File: src/placeholder_none.sv
`timescale 1ns/1ns
`default_nettype none
`default_nettype wire

File: src/cfr_pkg.sv
package cfr_pkg;

  localparam int IDX_W = 7;
  localparam int DATA_W = 16;
  localparam int NUM_FLAGS = 3;

  // register indices
  localparam logic [6:0] IDX_FEAT_CTRL_TWO = 7'h6c;
  localparam logic [6:0] IDX_TEST_CTRL = 7'h6e;
  localparam logic [6:0] IDX_SHORT_STATUS = 7'h70;
  localparam logic [6:0] IDX_VENDOR_ONE = 7'h7c;
  localparam logic [6:0] IDX_VENDOR_TWO = 7'h7e;

  // feature control two field positions
  localparam int POS_TEST_BIT_TOP = 15;
  localparam int POS_STARTUP_TEST = 13;
  localparam int POS_ADC_FILTER_EN = 12;
  localparam int POS_AVERAGING_TEST = 10;
  localparam int POS_LOW_POWER_SEL = 4;
  localparam int POS_EVENT_TEST = 0;

  // writable bits of feature control two; the rest read zero
  localparam logic [15:0] FEAT_CTRL_TWO_MASK = 16'hfc37;
  localparam logic [15:0] FEAT_CTRL_TWO_RESET = 16'h0000;

  // test control field
  localparam int TEST_MODE_W = 7;

  // short circuit flag positions, flag index 0 is left, 1 right, 2 reference driver
  localparam int POS_LEFT_SHORT = 15;
  localparam int POS_RIGHT_SHORT = 14;
  localparam int POS_REF_SHORT = 13;
  localparam logic [2:0] SHORT_FLAGS_RESET = 3'h0;

  // low power select encodings
  typedef enum logic [1:0] {
    CFR_LP_NONE = 2'h0,
    CFR_LP_CODEC = 2'h1,
    CFR_LP_PLL = 2'h2,
    CFR_LP_BOTH = 2'h3
  } cfr_low_power_e;

endpackage

File: src/cfr_flag_if.sv
`timescale 1ns/1ns
`default_nettype none
interface cfr_flag_if;
  logic [2:0] clr;
  logic [2:0] set;
  logic [2:0] flags;

  modport owner (input clr, output set, output flags);
  modport user (output clr, input set, input flags);
endinterface
`default_nettype wire

File: src/cfr_short_flags.sv
`timescale 1ns/1ns
`default_nettype none
module cfr_short_flags
(
  input wire logic clk,
  input wire logic srst,
  input wire logic [2:0] clip_raw,
  cfr_flag_if.owner fl
);

  logic [2:0] sync1_r;
  logic [2:0] sync2_r;
  logic [2:0] flags_r;
  logic [2:0] flags_nxt;

  // clip levels come from the analog output stages, so each is synchronised first
  genvar g;
  generate
    for (g = 0; g < cfr_pkg::NUM_FLAGS; g++)
    begin : g_flag
      always_ff @(posedge clk)
      begin
        sync1_r[g] <= clip_raw[g];
        sync2_r[g] <= sync1_r[g];
      end
      // set wins over a clear in the same cycle so no event is lost
      always_comb
      begin
        flags_nxt[g] = (flags_r[g] & ~fl.clr[g]) | sync2_r[g];
      end
    end
  endgenerate

  always_ff @(posedge clk)
  begin
    if (srst)
      flags_r <= cfr_pkg::SHORT_FLAGS_RESET;
    else
      flags_r <= flags_nxt;
  end

  assign fl.set = sync2_r;
  assign fl.flags = flags_r;

endmodule
`default_nettype wire

File: src/cfr_regs.sv
`timescale 1ns/1ns
`default_nettype none
module cfr_regs
#(
  parameter int N_STAGES = 4,
  parameter logic [15:0] VENDOR_ID_ONE = 16'h1234, // arbitrary value
  parameter logic [15:0] VENDOR_ID_TWO = 16'h5678 // arbitrary value
)
(
  input wire logic SYS_CLK,
  input wire logic SRST,
  input wire logic [6:0] REG_INDEX,
  input wire logic REG_WR,
  input wire logic REG_RD,
  input wire logic [15:0] REG_WDATA,
  output logic [15:0] REG_RDATA,
  output logic REG_RVALID,
  input wire logic LEFT_CLIP_SIGNAL,
  input wire logic RIGHT_CLIP_SIGNAL,
  input wire logic GROUND_CLIP_SIGNAL,
  input wire logic VENDOR_TEST_MODE,
  input wire logic [N_STAGES-1:0] INPUT_STAGE_USED,
  input wire logic ADC_POWERED,
  input wire logic DAC_POWERED,
  input wire logic ADC_RATE_44K_FAMILY,
  input wire logic DAC_RATE_44K_FAMILY,
  output logic ADC_FILTER_ENABLE,
  output logic [N_STAGES-1:0] INPUT_STAGE_POWER,
  output logic PLL_POWER,
  output logic [6:0] TEST_MODE_FIELD,
  output logic [2:0] SHORT_FLAGS
);

  if (N_STAGES < 1 || N_STAGES > 16)
  begin : g_bad_stages
    $error("N_STAGES must be between 1 and 16");
  end

  cfr_flag_if fl ();

  cfr_short_flags u_flags (
    .clk(SYS_CLK),
    .srst(SRST),
    .clip_raw({GROUND_CLIP_SIGNAL, RIGHT_CLIP_SIGNAL, LEFT_CLIP_SIGNAL}),
    .fl(fl)
  );

  // register decode
  logic wr_feat;
  logic wr_test;
  logic wr_short;
  assign wr_feat = REG_WR && (REG_INDEX == cfr_pkg::IDX_FEAT_CTRL_TWO);
  assign wr_test = REG_WR && (REG_INDEX == cfr_pkg::IDX_TEST_CTRL);
  assign wr_short = REG_WR && (REG_INDEX == cfr_pkg::IDX_SHORT_STATUS);

  // write one clears, zero leaves the flag alone
  always_comb
  begin
    fl.clr = 3'h0;
    if (wr_short)
      fl.clr = {REG_WDATA[cfr_pkg::POS_REF_SHORT],
                REG_WDATA[cfr_pkg::POS_RIGHT_SHORT],
                REG_WDATA[cfr_pkg::POS_LEFT_SHORT]};
  end

  // feature control two
  logic [15:0] feat_r;
  logic [15:0] feat_nxt;
  // test fields are stored as written; the host keeps them zero
  always_comb
  begin
    feat_nxt = feat_r;
    if (wr_feat)
      feat_nxt = REG_WDATA & cfr_pkg::FEAT_CTRL_TWO_MASK;
  end
  always_ff @(posedge SYS_CLK)
  begin
    if (SRST)
      feat_r <= cfr_pkg::FEAT_CTRL_TWO_RESET;
    else
      feat_r <= feat_nxt;
  end

  logic [1:0] low_power_select;
  logic adc_filter_bit;
  assign low_power_select = feat_r[cfr_pkg::POS_LOW_POWER_SEL +: 2];
  assign adc_filter_bit = feat_r[cfr_pkg::POS_ADC_FILTER_EN];

  // test control: deliberately outside reset, contents survive any reset
  logic [6:0] test_r;
  logic [6:0] test_nxt;
  always_comb
  begin
    test_nxt = test_r;
    if (wr_test)
      test_nxt = REG_WDATA[cfr_pkg::TEST_MODE_W-1:0];
  end
  always_ff @(posedge SYS_CLK)
  begin
    test_r <= test_nxt;
  end

  // power steering
  logic pll_needed;
  logic [N_STAGES-1:0] stage_pwr_nxt;
  logic pll_pwr_nxt;
  logic filter_nxt;
  logic [6:0] test_out_nxt;
  logic [N_STAGES-1:0] stage_pwr_r;
  logic pll_pwr_r;
  logic filter_r;
  logic [6:0] test_out_r;

  assign pll_needed = (ADC_POWERED && ADC_RATE_44K_FAMILY) || (DAC_POWERED && DAC_RATE_44K_FAMILY);

  always_comb
  begin
    filter_nxt = adc_filter_bit;
    test_out_nxt = VENDOR_TEST_MODE ? test_r : 7'h00;
    stage_pwr_nxt = {N_STAGES{1'b1}};
    pll_pwr_nxt = 1'b1;
    unique case (cfr_pkg::cfr_low_power_e'(low_power_select))
      cfr_pkg::CFR_LP_NONE:
      begin
        stage_pwr_nxt = {N_STAGES{1'b1}};
        pll_pwr_nxt = 1'b1;
      end
      cfr_pkg::CFR_LP_CODEC:
      begin
        stage_pwr_nxt = INPUT_STAGE_USED;
        pll_pwr_nxt = 1'b1;
      end
      cfr_pkg::CFR_LP_PLL:
      begin
        stage_pwr_nxt = {N_STAGES{1'b1}};
        pll_pwr_nxt = pll_needed;
      end
      cfr_pkg::CFR_LP_BOTH:
      begin
        stage_pwr_nxt = INPUT_STAGE_USED;
        pll_pwr_nxt = pll_needed;
      end
    endcase
  end

  // power comes up fully on after reset, matching select 0
  always_ff @(posedge SYS_CLK)
  begin
    if (SRST)
    begin
      stage_pwr_r <= {N_STAGES{1'b1}};
      pll_pwr_r <= 1'b1;
      filter_r <= 1'b0;
      test_out_r <= 7'h00;
    end
    else
    begin
      stage_pwr_r <= stage_pwr_nxt;
      pll_pwr_r <= pll_pwr_nxt;
      filter_r <= filter_nxt;
      test_out_r <= test_out_nxt;
    end
  end

  assign INPUT_STAGE_POWER = stage_pwr_r;
  assign PLL_POWER = pll_pwr_r;
  assign ADC_FILTER_ENABLE = filter_r;
  assign TEST_MODE_FIELD = test_out_r;
  assign SHORT_FLAGS = fl.flags;

  // read path, answered one cycle after the request
  logic [15:0] rdata_r;
  logic [15:0] rdata_nxt;
  logic rvalid_r;
  logic rvalid_nxt;
  always_comb
  begin
    rvalid_nxt = REG_RD;
    rdata_nxt = rdata_r;
    if (REG_RD)
    begin
      unique case (REG_INDEX)
        cfr_pkg::IDX_FEAT_CTRL_TWO: rdata_nxt = feat_r;
        cfr_pkg::IDX_TEST_CTRL: rdata_nxt = {9'h000, test_r};
        cfr_pkg::IDX_SHORT_STATUS: rdata_nxt = {fl.flags[0], fl.flags[1], fl.flags[2], 13'h0000};
        cfr_pkg::IDX_VENDOR_ONE: rdata_nxt = VENDOR_ID_ONE;
        cfr_pkg::IDX_VENDOR_TWO: rdata_nxt = VENDOR_ID_TWO;
        default: rdata_nxt = 16'h0000;
      endcase
    end
  end
  always_ff @(posedge SYS_CLK)
  begin
    if (SRST)
    begin
      rdata_r <= 16'h0000;
      rvalid_r <= 1'b0;
    end
    else
    begin
      rdata_r <= rdata_nxt;
      rvalid_r <= rvalid_nxt;
    end
  end

  assign REG_RDATA = rdata_r;
  assign REG_RVALID = rvalid_r;
endmodule
`default_nettype wire

File: config.mk
export PLATFORM = sky130hd
export DESIGN_NAME = cfr_regs
export DESIGN_NICKNAME = d
export VERILOG_FILES = /design/src/placeholder_none.sv /design/src/cfr_pkg.sv /design/src/cfr_flag_if.sv /design/src/cfr_short_flags.sv /design/src/cfr_regs.sv
export SDC_FILE = /design/constraint.sdc
export NUM_CORES = 1
export LEC_CHECK = 0
export CAP_MARGIN = 10
export CORE_MARGIN = 10
export CORE_UTILIZATION = 40
export CTS_BUF_LIST = sky130_fd_sc_hd__clkbuf_8
export CTS_CLUSTER_DIAMETER = 200
export DETAILED_ROUTE_END_ITERATION = 16
export DONT_BUFFER_PORTS = 1
export PLACE_DENSITY = 0.52
export SYNTH_ARGS = -nofsm -noshare
export SYNTH_HDL_FRONTEND = slang
export SYNTH_SLANG_ARGS = --single-unit
File: constraint.sdc
create_clock -name SYS_CLK -period 1.7 [get_ports SYS_CLK]
set_input_delay 0.17 -clock SYS_CLK [delete_from_list [all_inputs] [get_ports SYS_CLK]]
set_output_delay 0.17 -clock SYS_CLK [all_outputs]
set_load 0.1 [all_outputs]
==> out/results.ini, run 1 <==
[power]
ir_worst_vdd_uv=635
p_seq_frac=0.603
intPower_mw=1.68
total_power_mw=2.23
p_sw_frac=0.246
pwr-share-comb=0.104
power_frac_clock=0.293
power_density_mw_per_mm2=900
power.leakage_nw=1.06
p_switching_uw=547

[timing]
rsz0062_at_grt=no
setup_tns_ps=0
slew_headroom=0.367
tightest_slew_ps=950
hold-worst-slack_ps=14.6
finalCritPeriodShare=0.738
hold_violations=0
min_period_ps=1250
worst_slack_ps=446
clock.fmax_mhz=797
drv_slew=0
final.setup_skew_ps=5.30
setup_viol=0

[routing]
firstDrtPassIters=4
drc=0
avgRoutedWirePerCell_um=16.3
dr_total_vias=1442
wl_mm=4.75
postRouteAntennaNets=0
vias_per_cell=4.96
dr.first_iter.drc_count=75

[cts]
numCtsBuffers=5
clk_pin_slew_ps=90
cts_setup_buffers=0
cts_buffer_depth=2
cts-root-buf=clkbuf_8
cts_tree=done
clk_latency_ps=300
cts-htree-levels=2
cts_sinks=55

[layout]
final_common_cell=dfxtp_1
fillers=451
n_antenna_cell=0
final_util=0.527
area_growth_pct=28.0
nets=275
final_design_area_no_fill_sq_mm=0.00247
layout_common_cells=48 x dfxtp_1, 35 x buf_4, 22 x nor2_1
stdcell_count=291
layout-drive-gt1-share=0.194

[yosys]
synth_edf_count=7
yosys_register_bits=55
postSynthAreaPerCell_sq_um=10.4
synth_area_sq_mm=0.00193
yosys_warnings=0
ys_types=31
async_reset_ff_frac=0
ys_seq_area_frac=0.606
syn-instance-count=185
synthFlopType=dfxtp_1

[critical_path]
crit_path_max_incr_delay_ps=780
critPathLaunchType=input pin
crit_chain=dlymetal6s4s_1 -> nor2_1 -> o21ai_0 -> o21ai_0
cpMostUsedCell=o21ai_0
worst-path-max-fanout=26
worstSetupPathType=input pin to register
cp.arrival_ps=1430
path_buf_inv=1
crit_required_ps=1880
cpLargestDelayFamily=buffers and inverters
cp-end-kind=register
cp_slowest_cell=dlymetal6s4s_1

[global_route]
grt_usage=0.125
overflow=0
grt_pass1_vias=1529
antenna_found_initial=0
grt_pass1_wl_mm=7.61
grt_max_degree=27

[floorplan]
die_area_sq_mm=0.00801
rows=25
fp.dieH_um=89.5
core_region_area_sq_mm=0.00469
die_w_um=89.5
pin_count=72
start_util=0.412

[placed_design]
hpwlAfterDp_mm=3.59
place_congestion=0.754
dpl.cell_count=265
pre_cts_ws_ps=241
place_area_sq_mm=0.00221
port_buffers=0

[run]
maxCapViolCount=0

[outcome]
run_status=finished, final reports clean

[worst_hold_path]
hold_class=input pin to register

[final timing paths]
kind | to | slack (ps) | depth (start not counted) | startpoint
min reg2reg | u_flags.fl.set[0]$_DFF_P_ | 330 | 0 | u_flags.sync1_r[0]$_DFF_P_
min | REG_RDATA[11]$_SDFFE_PP0P_ | 10 | 2 | REG_RD
max | REG_RDATA[13]$_SDFFE_PP0P_ | 450 | 4 | SRST
max reg2reg | REG_RDATA[5]$_SDFFE_PP0P_ | 620 | 3 | test_r[5]$_DFFE_PP_
[per-layer routing]
metal / global-route usage / routed length [um] / vias up
li1: - / - / 733
met1: 0.137 / 2010 / 654
met2: 0.201 / 2160 / 50
met3: 0.0684 / 529 / 5
met4: 0.0390 / 53 / 0
met5: 0 / 0 / -
[sequential cells by signal (all words and copies together), names as in the netlist]
register           count
REG_RDATA             14
u_flags.fl.set         3
REG_RVALID             1
feat_r                11
INPUT_STAGE_POWER      4
TEST_MODE_FIELD        7
PLL_POWER              1
u_flags.sync1_r        3
u_flags.fl.flags       3
test_r                 7
ADC_FILTER_ENABLE      1
[cells in the mapped netlist, types with 2 or more instances]
| cell | n | area, sq um |
|---|---|---|
| a21oi_1 | 10 | 50.1 |
| a22oi_1 | 3 | 22.5 |
| a311oi_1 | 3 | 26.3 |
| and2_1 | 8 | 50.1 |
| buf_2 | 2 | 10.0 |
| buf_4 | 2 | 15.0 |
| clkbuf_1 | 5 | 18.8 |
| dfxtp_1 | 48 | 961 |
| edfxtp_1 | 7 | 210 |
| inv_1 | 5 | 18.8 |
| mux2_2 | 4 | 45.0 |
| mux2i_1 | 11 | 110 |
| nand2_1 | 15 | 56.3 |
| nand2b_1 | 5 | 31.3 |
| nand3_1 | 5 | 25.0 |
| nand3b_1 | 2 | 15.0 |
| nor2_1 | 22 | 82.6 |
| nor2b_1 | 3 | 18.8 |
| nor3_1 | 5 | 25.0 |
| nor4_1 | 2 | 12.5 |
| o211ai_1 | 2 | 15.0 |
| o21ai_0 | 7 | 35.0 |
[timing repair]
item | 4_1_cts | 5_1_grt
hold buffers | 18 | 0
resized for setup | 0 | 1
endpoints found under the setup margin | 0 | 3
hold endpoints to repair | 40 | 0
[final cells by class]
| cell class | instances | area (sq um) | share of cell area |
|---|---|---|---|
| sequential | 55 | 1170 | 0.473 |
| multi-input combinational | 116 | 692 | 0.280 |
| timing repair buffer | 53 | 445 | 0.180 |
| clock buffer | 5 | 68.8 | 0.0278 |
| tap | 54 | 67.6 | 0.0273 |
| inverter | 5 | 18.8 | 0.00758 |
| clock inverter | 3 | 11.3 | 0.00455 |
[power groups by stage]
stage                     combinational [mW]  clock [mW]  sequential [mW]
after floorplan                       0.0829           0             1.47
after CTS                              0.232       0.673             1.34
after global routing                   0.245       0.725             1.35
final                                  0.231       0.652             1.34
after detailed placement               0.188           0             1.37
after global placement                 0.187           0             1.37
[logic make-up after synthesis]
| group | count (synthesis) | share of synthesized area |
|---|---|---|
| other cells | 1 | 0.00194 |
| compound gates | 28 | 0.0906 |
| flops | 55 | 0.606 |
| simple gates | 71 | 0.183 |
| buf+inv | 15 | 0.0382 |
| mux | 15 | 0.0803 |
No activity file was read; power rests on OpenSTA's default activity.
==> inputs of run 2 (changes only) <==
PLACE_DENSITY = 0.5   (was 0.52)
clock period = 1.31 ns   (was 1.7 ns; I/O delays follow)
==> out/results.ini, run 2 (synthesis results as in run 1) <==
[outcome]
run_status=complete, but fails checks
violations=negative hold slack

[critical_path]
r2r_end=REG_RDATA[9]$_SDFFE_PP0P_
crit_path_max_incr_delay_ps=540
worstRegToRegCells=3
rrSetupSlack_ps=170
cp-end-kind=register
critPathLaunchType=register
worst-path-max-fanout=2
path_buf_inv=1
crit_chain=a21oi_1 -> nor2_1 -> dlygate4sd3_1
cpLargestDelayFamily=buffers and inverters
cp_slowest_cell=dlygate4sd3_1
crit_required_ps=1500
r2r-start=REG_RDATA[9]$_SDFFE_PP0P_
cp.arrival_ps=1330
worstSetupPathType=register to register

[layout]
largest_register_ffs=14
final_common_cell=dfxtp_1
layout-drive-gt1-share=0.230
area_growth_pct=32.5
n_antenna_cell=0
layout_common_cells=45 x dfxtp_1, 40 x buf_4, 22 x nor2_1
final_design_area_no_fill_sq_mm=0.00256
nets=281

[timing]
min_period_ps=1140
final.setup_skew_ps=9.01
setup_tns_ps=0
rsz0062_at_grt=no
hold_violations=26
finalCritPeriodShare=0.868
hold-worst-slack_ps=-114
drv_slew=0
clock.fmax_mhz=879
setup_viol=0
worst_slack_ps=173

[cts]
cts_buffer_depth=2
cts_tree=done
cts_sinks=55
cts_setup_buffers=0
clk_pin_slew_ps=100
cts-hold-fix-buffers=19
ctsResizeCount=0
cts-htree-levels=2
numCtsBuffers=5
clk_latency_ps=300
cts-root-buf=clkbuf_8

[routing]
avgRoutedWirePerCell_um=15.9
dr.first_iter.drc_count=39
dr_total_vias=1477
drc=0
firstDrtPassIters=4
postRouteAntennaNets=0
wl_mm=4.71
vias_per_cell=4.97

[global_route]
antenna_found_initial=0
grt_pass1_wl_mm=7.36
grt_max_degree=30
grt_usage=0.120
overflow=0
grt_pass1_vias=1518

[floorplan]
pin_count=72
rows=25
die_area_sq_mm=0.00801
start_util=0.412
die_w_um=89.5
core_region_area_sq_mm=0.00469
fp.dieH_um=89.5

[run]
maxCapViolCount=0

[worst_hold_path]
hold_class=input pin to register
hold_start=SRST
hold_path_depth=1
hold_end=feat_r[4]$_SDFFE_PP0P_

[power]
power.leakage_nw=1.10
power_density_mw_per_mm2=1210
ir_worst_vdd_uv=667

[placed_design]
place_congestion=0.809
pre_cts_ws_ps=-36.8
place_area_sq_mm=0.00226
port_buffers=0
hpwlAfterDp_mm=3.56

run 2: metal layers:
| metal | wire (um) | track usage |
|---|---|---|
| met1 | 2000 | 0.133 |
| met2 | 2140 | 0.194 |
| met3 | 510 | 0.0638 |
| met4 | 56 | 0.0390 |
| met5 | 0 | 0 |
run 2: worst reg2reg max path, cell delays in order, from the launching register on:
cell and delay, ps:
dfxtp_1 320, a21oi_1 120, nor2_1 50, dlygate4sd3_1 540
run 2: report_power, final:
group	total (mW)	internal, mW	switching [mW]
clock	1.06	0.557	0.504
sequential	1.75	1.73	0.0120
combinational	0.291	0.0908	0.200
run 2: stage by stage:
stage | total power [mW] | utilization | instances | hold slack (ps)
2_1_floorplan | 2.02 | - | 186 | 159
3_3_place_gp | 2.03 | 0.483 | 270 | 159
3_5_place_dp | 2.04 | 0.483 | 270 | 159
4_1_cts | 3.13 | 0.546 | 297 | -120
5_1_grt | 3.22 | 0.546 | 297 | -128
6_report | 3.10 | 0.546 | 297 | -114
run 2: final cells by class:
cell class                      count  area (sq um)
Fill cell                         443          2130
Clock inverter                      3          37.5
Clock buffer                        5          68.8
Tap cell                           54          67.6
Timing Repair Buffer               59           490
Inverter                            5          18.8
Sequential cell                    55          1170
Multi-Input combinational cell    116           703
run 2: worst max path at each step:
stage / end / from / slack (ps) / depth (start not counted)
after floorplan: REG_RDATA[14]$_SDFFE_PP0P_ / u_flags.fl.flags[1]$_SDFF_PP0_ / -7 / 4
after global placement: feat_r[2]$_SDFFE_PP0P_ / REG_INDEX[0] / 20 / 4
after detailed placement: feat_r[13]$_SDFFE_PP0P_ / REG_INDEX[0] / -40 / 4
after CTS: REG_RDATA[9]$_SDFFE_PP0P_ / REG_RDATA[9]$_SDFFE_PP0P_ / 170 / 3
after global routing: REG_RDATA[9]$_SDFFE_PP0P_ / REG_RDATA[9]$_SDFFE_PP0P_ / 110 / 3
final: REG_RDATA[9]$_SDFFE_PP0P_ / REG_RDATA[9]$_SDFFE_PP0P_ / 170 / 3
==> inputs of run 3 (changes only) <==
PLACE_DENSITY = 0.56   (was 0.5)
==> out/results.ini, run 3 (synthesis results as in run 1) <==
[outcome]
run_status=complete, but fails checks
violations=negative hold slack

[cts]
cts-htree-levels=2
ctsResizeCount=0
cts_sinks=55
clk_latency_ps=310
clk_pin_slew_ps=90
cts_setup_buffers=0
cts-root-buf=clkbuf_8
numCtsBuffers=5
cts_tree=done
cts_buffer_depth=2
cts-hold-fix-buffers=18

[power]
power.leakage_nw=1.06
p_seq_frac=0.602
p_sw_frac=0.249
power_density_mw_per_mm2=1160
power_frac_clock=0.299
p_switching_uw=722
pwr-share-comb=0.099
intPower_mw=2.18
ir_worst_vdd_uv=547

[timing]
clock.fmax_mhz=874
setup_viol=0
final.setup_skew_ps=5.52
hold_violations=26
finalCritPeriodShare=0.874
drv_slew=0
hold-worst-slack_ps=-111
rsz0062_at_grt=no
worst_slack_ps=165
min_period_ps=1140

[floorplan]
fp.dieH_um=89.5
core_region_area_sq_mm=0.00469
rows=25
start_util=0.412
die_area_sq_mm=0.00801
pin_count=72
die_w_um=89.5

[placed_design]
place_congestion=0.788
port_buffers=0
pre_cts_ws_ps=-82.5
place_area_sq_mm=0.00224
hpwlAfterDp_mm=3.74

[critical_path]
cp-end-kind=register
crit_required_ps=1500
worst-path-max-fanout=2
critPathLaunchType=register
cp.arrival_ps=1340
worstSetupPathType=register to register

[layout]
final_common_cell=dfxtp_1
final_design_area_no_fill_sq_mm=0.00250
layout-drive-gt1-share=0.218
largest_register_ffs=14
layout_common_cells=45 x dfxtp_1, 37 x buf_4, 22 x nor2_1
n_antenna_cell=0
nets=277
area_growth_pct=29.4

[global_route]
grt_usage=0.131
overflow=0
grt_max_degree=30
grt_pass1_wl_mm=8.02
antenna_found_initial=0
grt_pass1_vias=1664

[routing]
drc=0
vias_per_cell=5.19
postRouteAntennaNets=0
avgRoutedWirePerCell_um=16.9
dr.first_iter.drc_count=78
firstDrtPassIters=4
dr_total_vias=1520
wl_mm=4.95

[run]
maxCapViolCount=0

[worst_hold_path]
hold_class=input pin to register

run 3: cell count changes in the layout (fill, tap and decap cells not counted), sizes merged:
cell | before | now
buf | 40 | 37
bufinv | 1 | 0
clkinv | 0 | 2
dlygate4sd3 | 19 | 18
inv | 7 | 6
run 3: layout make-up:
class                           count  area, sq um
Fill cell                         442         2190
Clock inverter                      3         11.3
Multi-Input combinational cell    116          703
Timing Repair Buffer               55          458
Clock buffer                        5         68.8
Tap cell                           54         67.6
Inverter                            5         18.8
Sequential cell                    55         1170
run 3: through the flow:
step,instances,total power [mW],TNS [ps],util
CTS,293,2.93,0,0.533
global route,293,3.01,0,0.533
finish,293,2.90,0,0.533
floorplan,186,2.02,-47.1,-
detailed placement,267,2.04,-449,0.478
global placement,267,2.03,-27.3,0.478
run 3: power groups by stage:
| stage | sequential [mW] | combinational (mW) | clock, mW |
|---|---|---|---|
| 6_report | 1.75 | 0.288 | 0.868 |
| 5_1_grt | 1.75 | 0.303 | 0.953 |
| 4_1_cts | 1.75 | 0.289 | 0.893 |
| 3_5_place_dp | 1.79 | 0.251 | 0 |
| 3_3_place_gp | 1.78 | 0.247 | 0 |
| 2_1_floorplan | 1.91 | 0.110 | 0 |
run 3: path summary, 6_finish.rpt:
path	slack, ps	cells past startpoint	start	end
worst min-delay path	-110	1	SRST	REG_RDATA[4]$_SDFFE_PP0P_
worst min register to register	340	0	u_flags.sync1_r[1]$_DFF_P_	u_flags.fl.set[1]$_DFF_P_
worst max register to register	170	3	REG_RDATA[9]$_SDFFE_PP0P_	REG_RDATA[9]$_SDFFE_PP0P_
worst max-delay path	170	3	REG_RDATA[9]$_SDFFE_PP0P_	REG_RDATA[9]$_SDFFE_PP0P_
run 3: worst max-delay path: stages (launching register included):
cell	delay (ps)
dfxtp_1	320
a21oi_1	120
nor2_1	50
dlygate4sd3_1	550
run 3: layer usage:
metal	share of wire	GRT usage	wire [um]	vias to the layer above
li1	-	-	-	734
met1	0.39	0.135	1920	732
met3	0.10	0.0620	514	7
met2	0.50	0.227	2460	47
met5	0	0	0	-
met4	0.013	0.0434	62	0
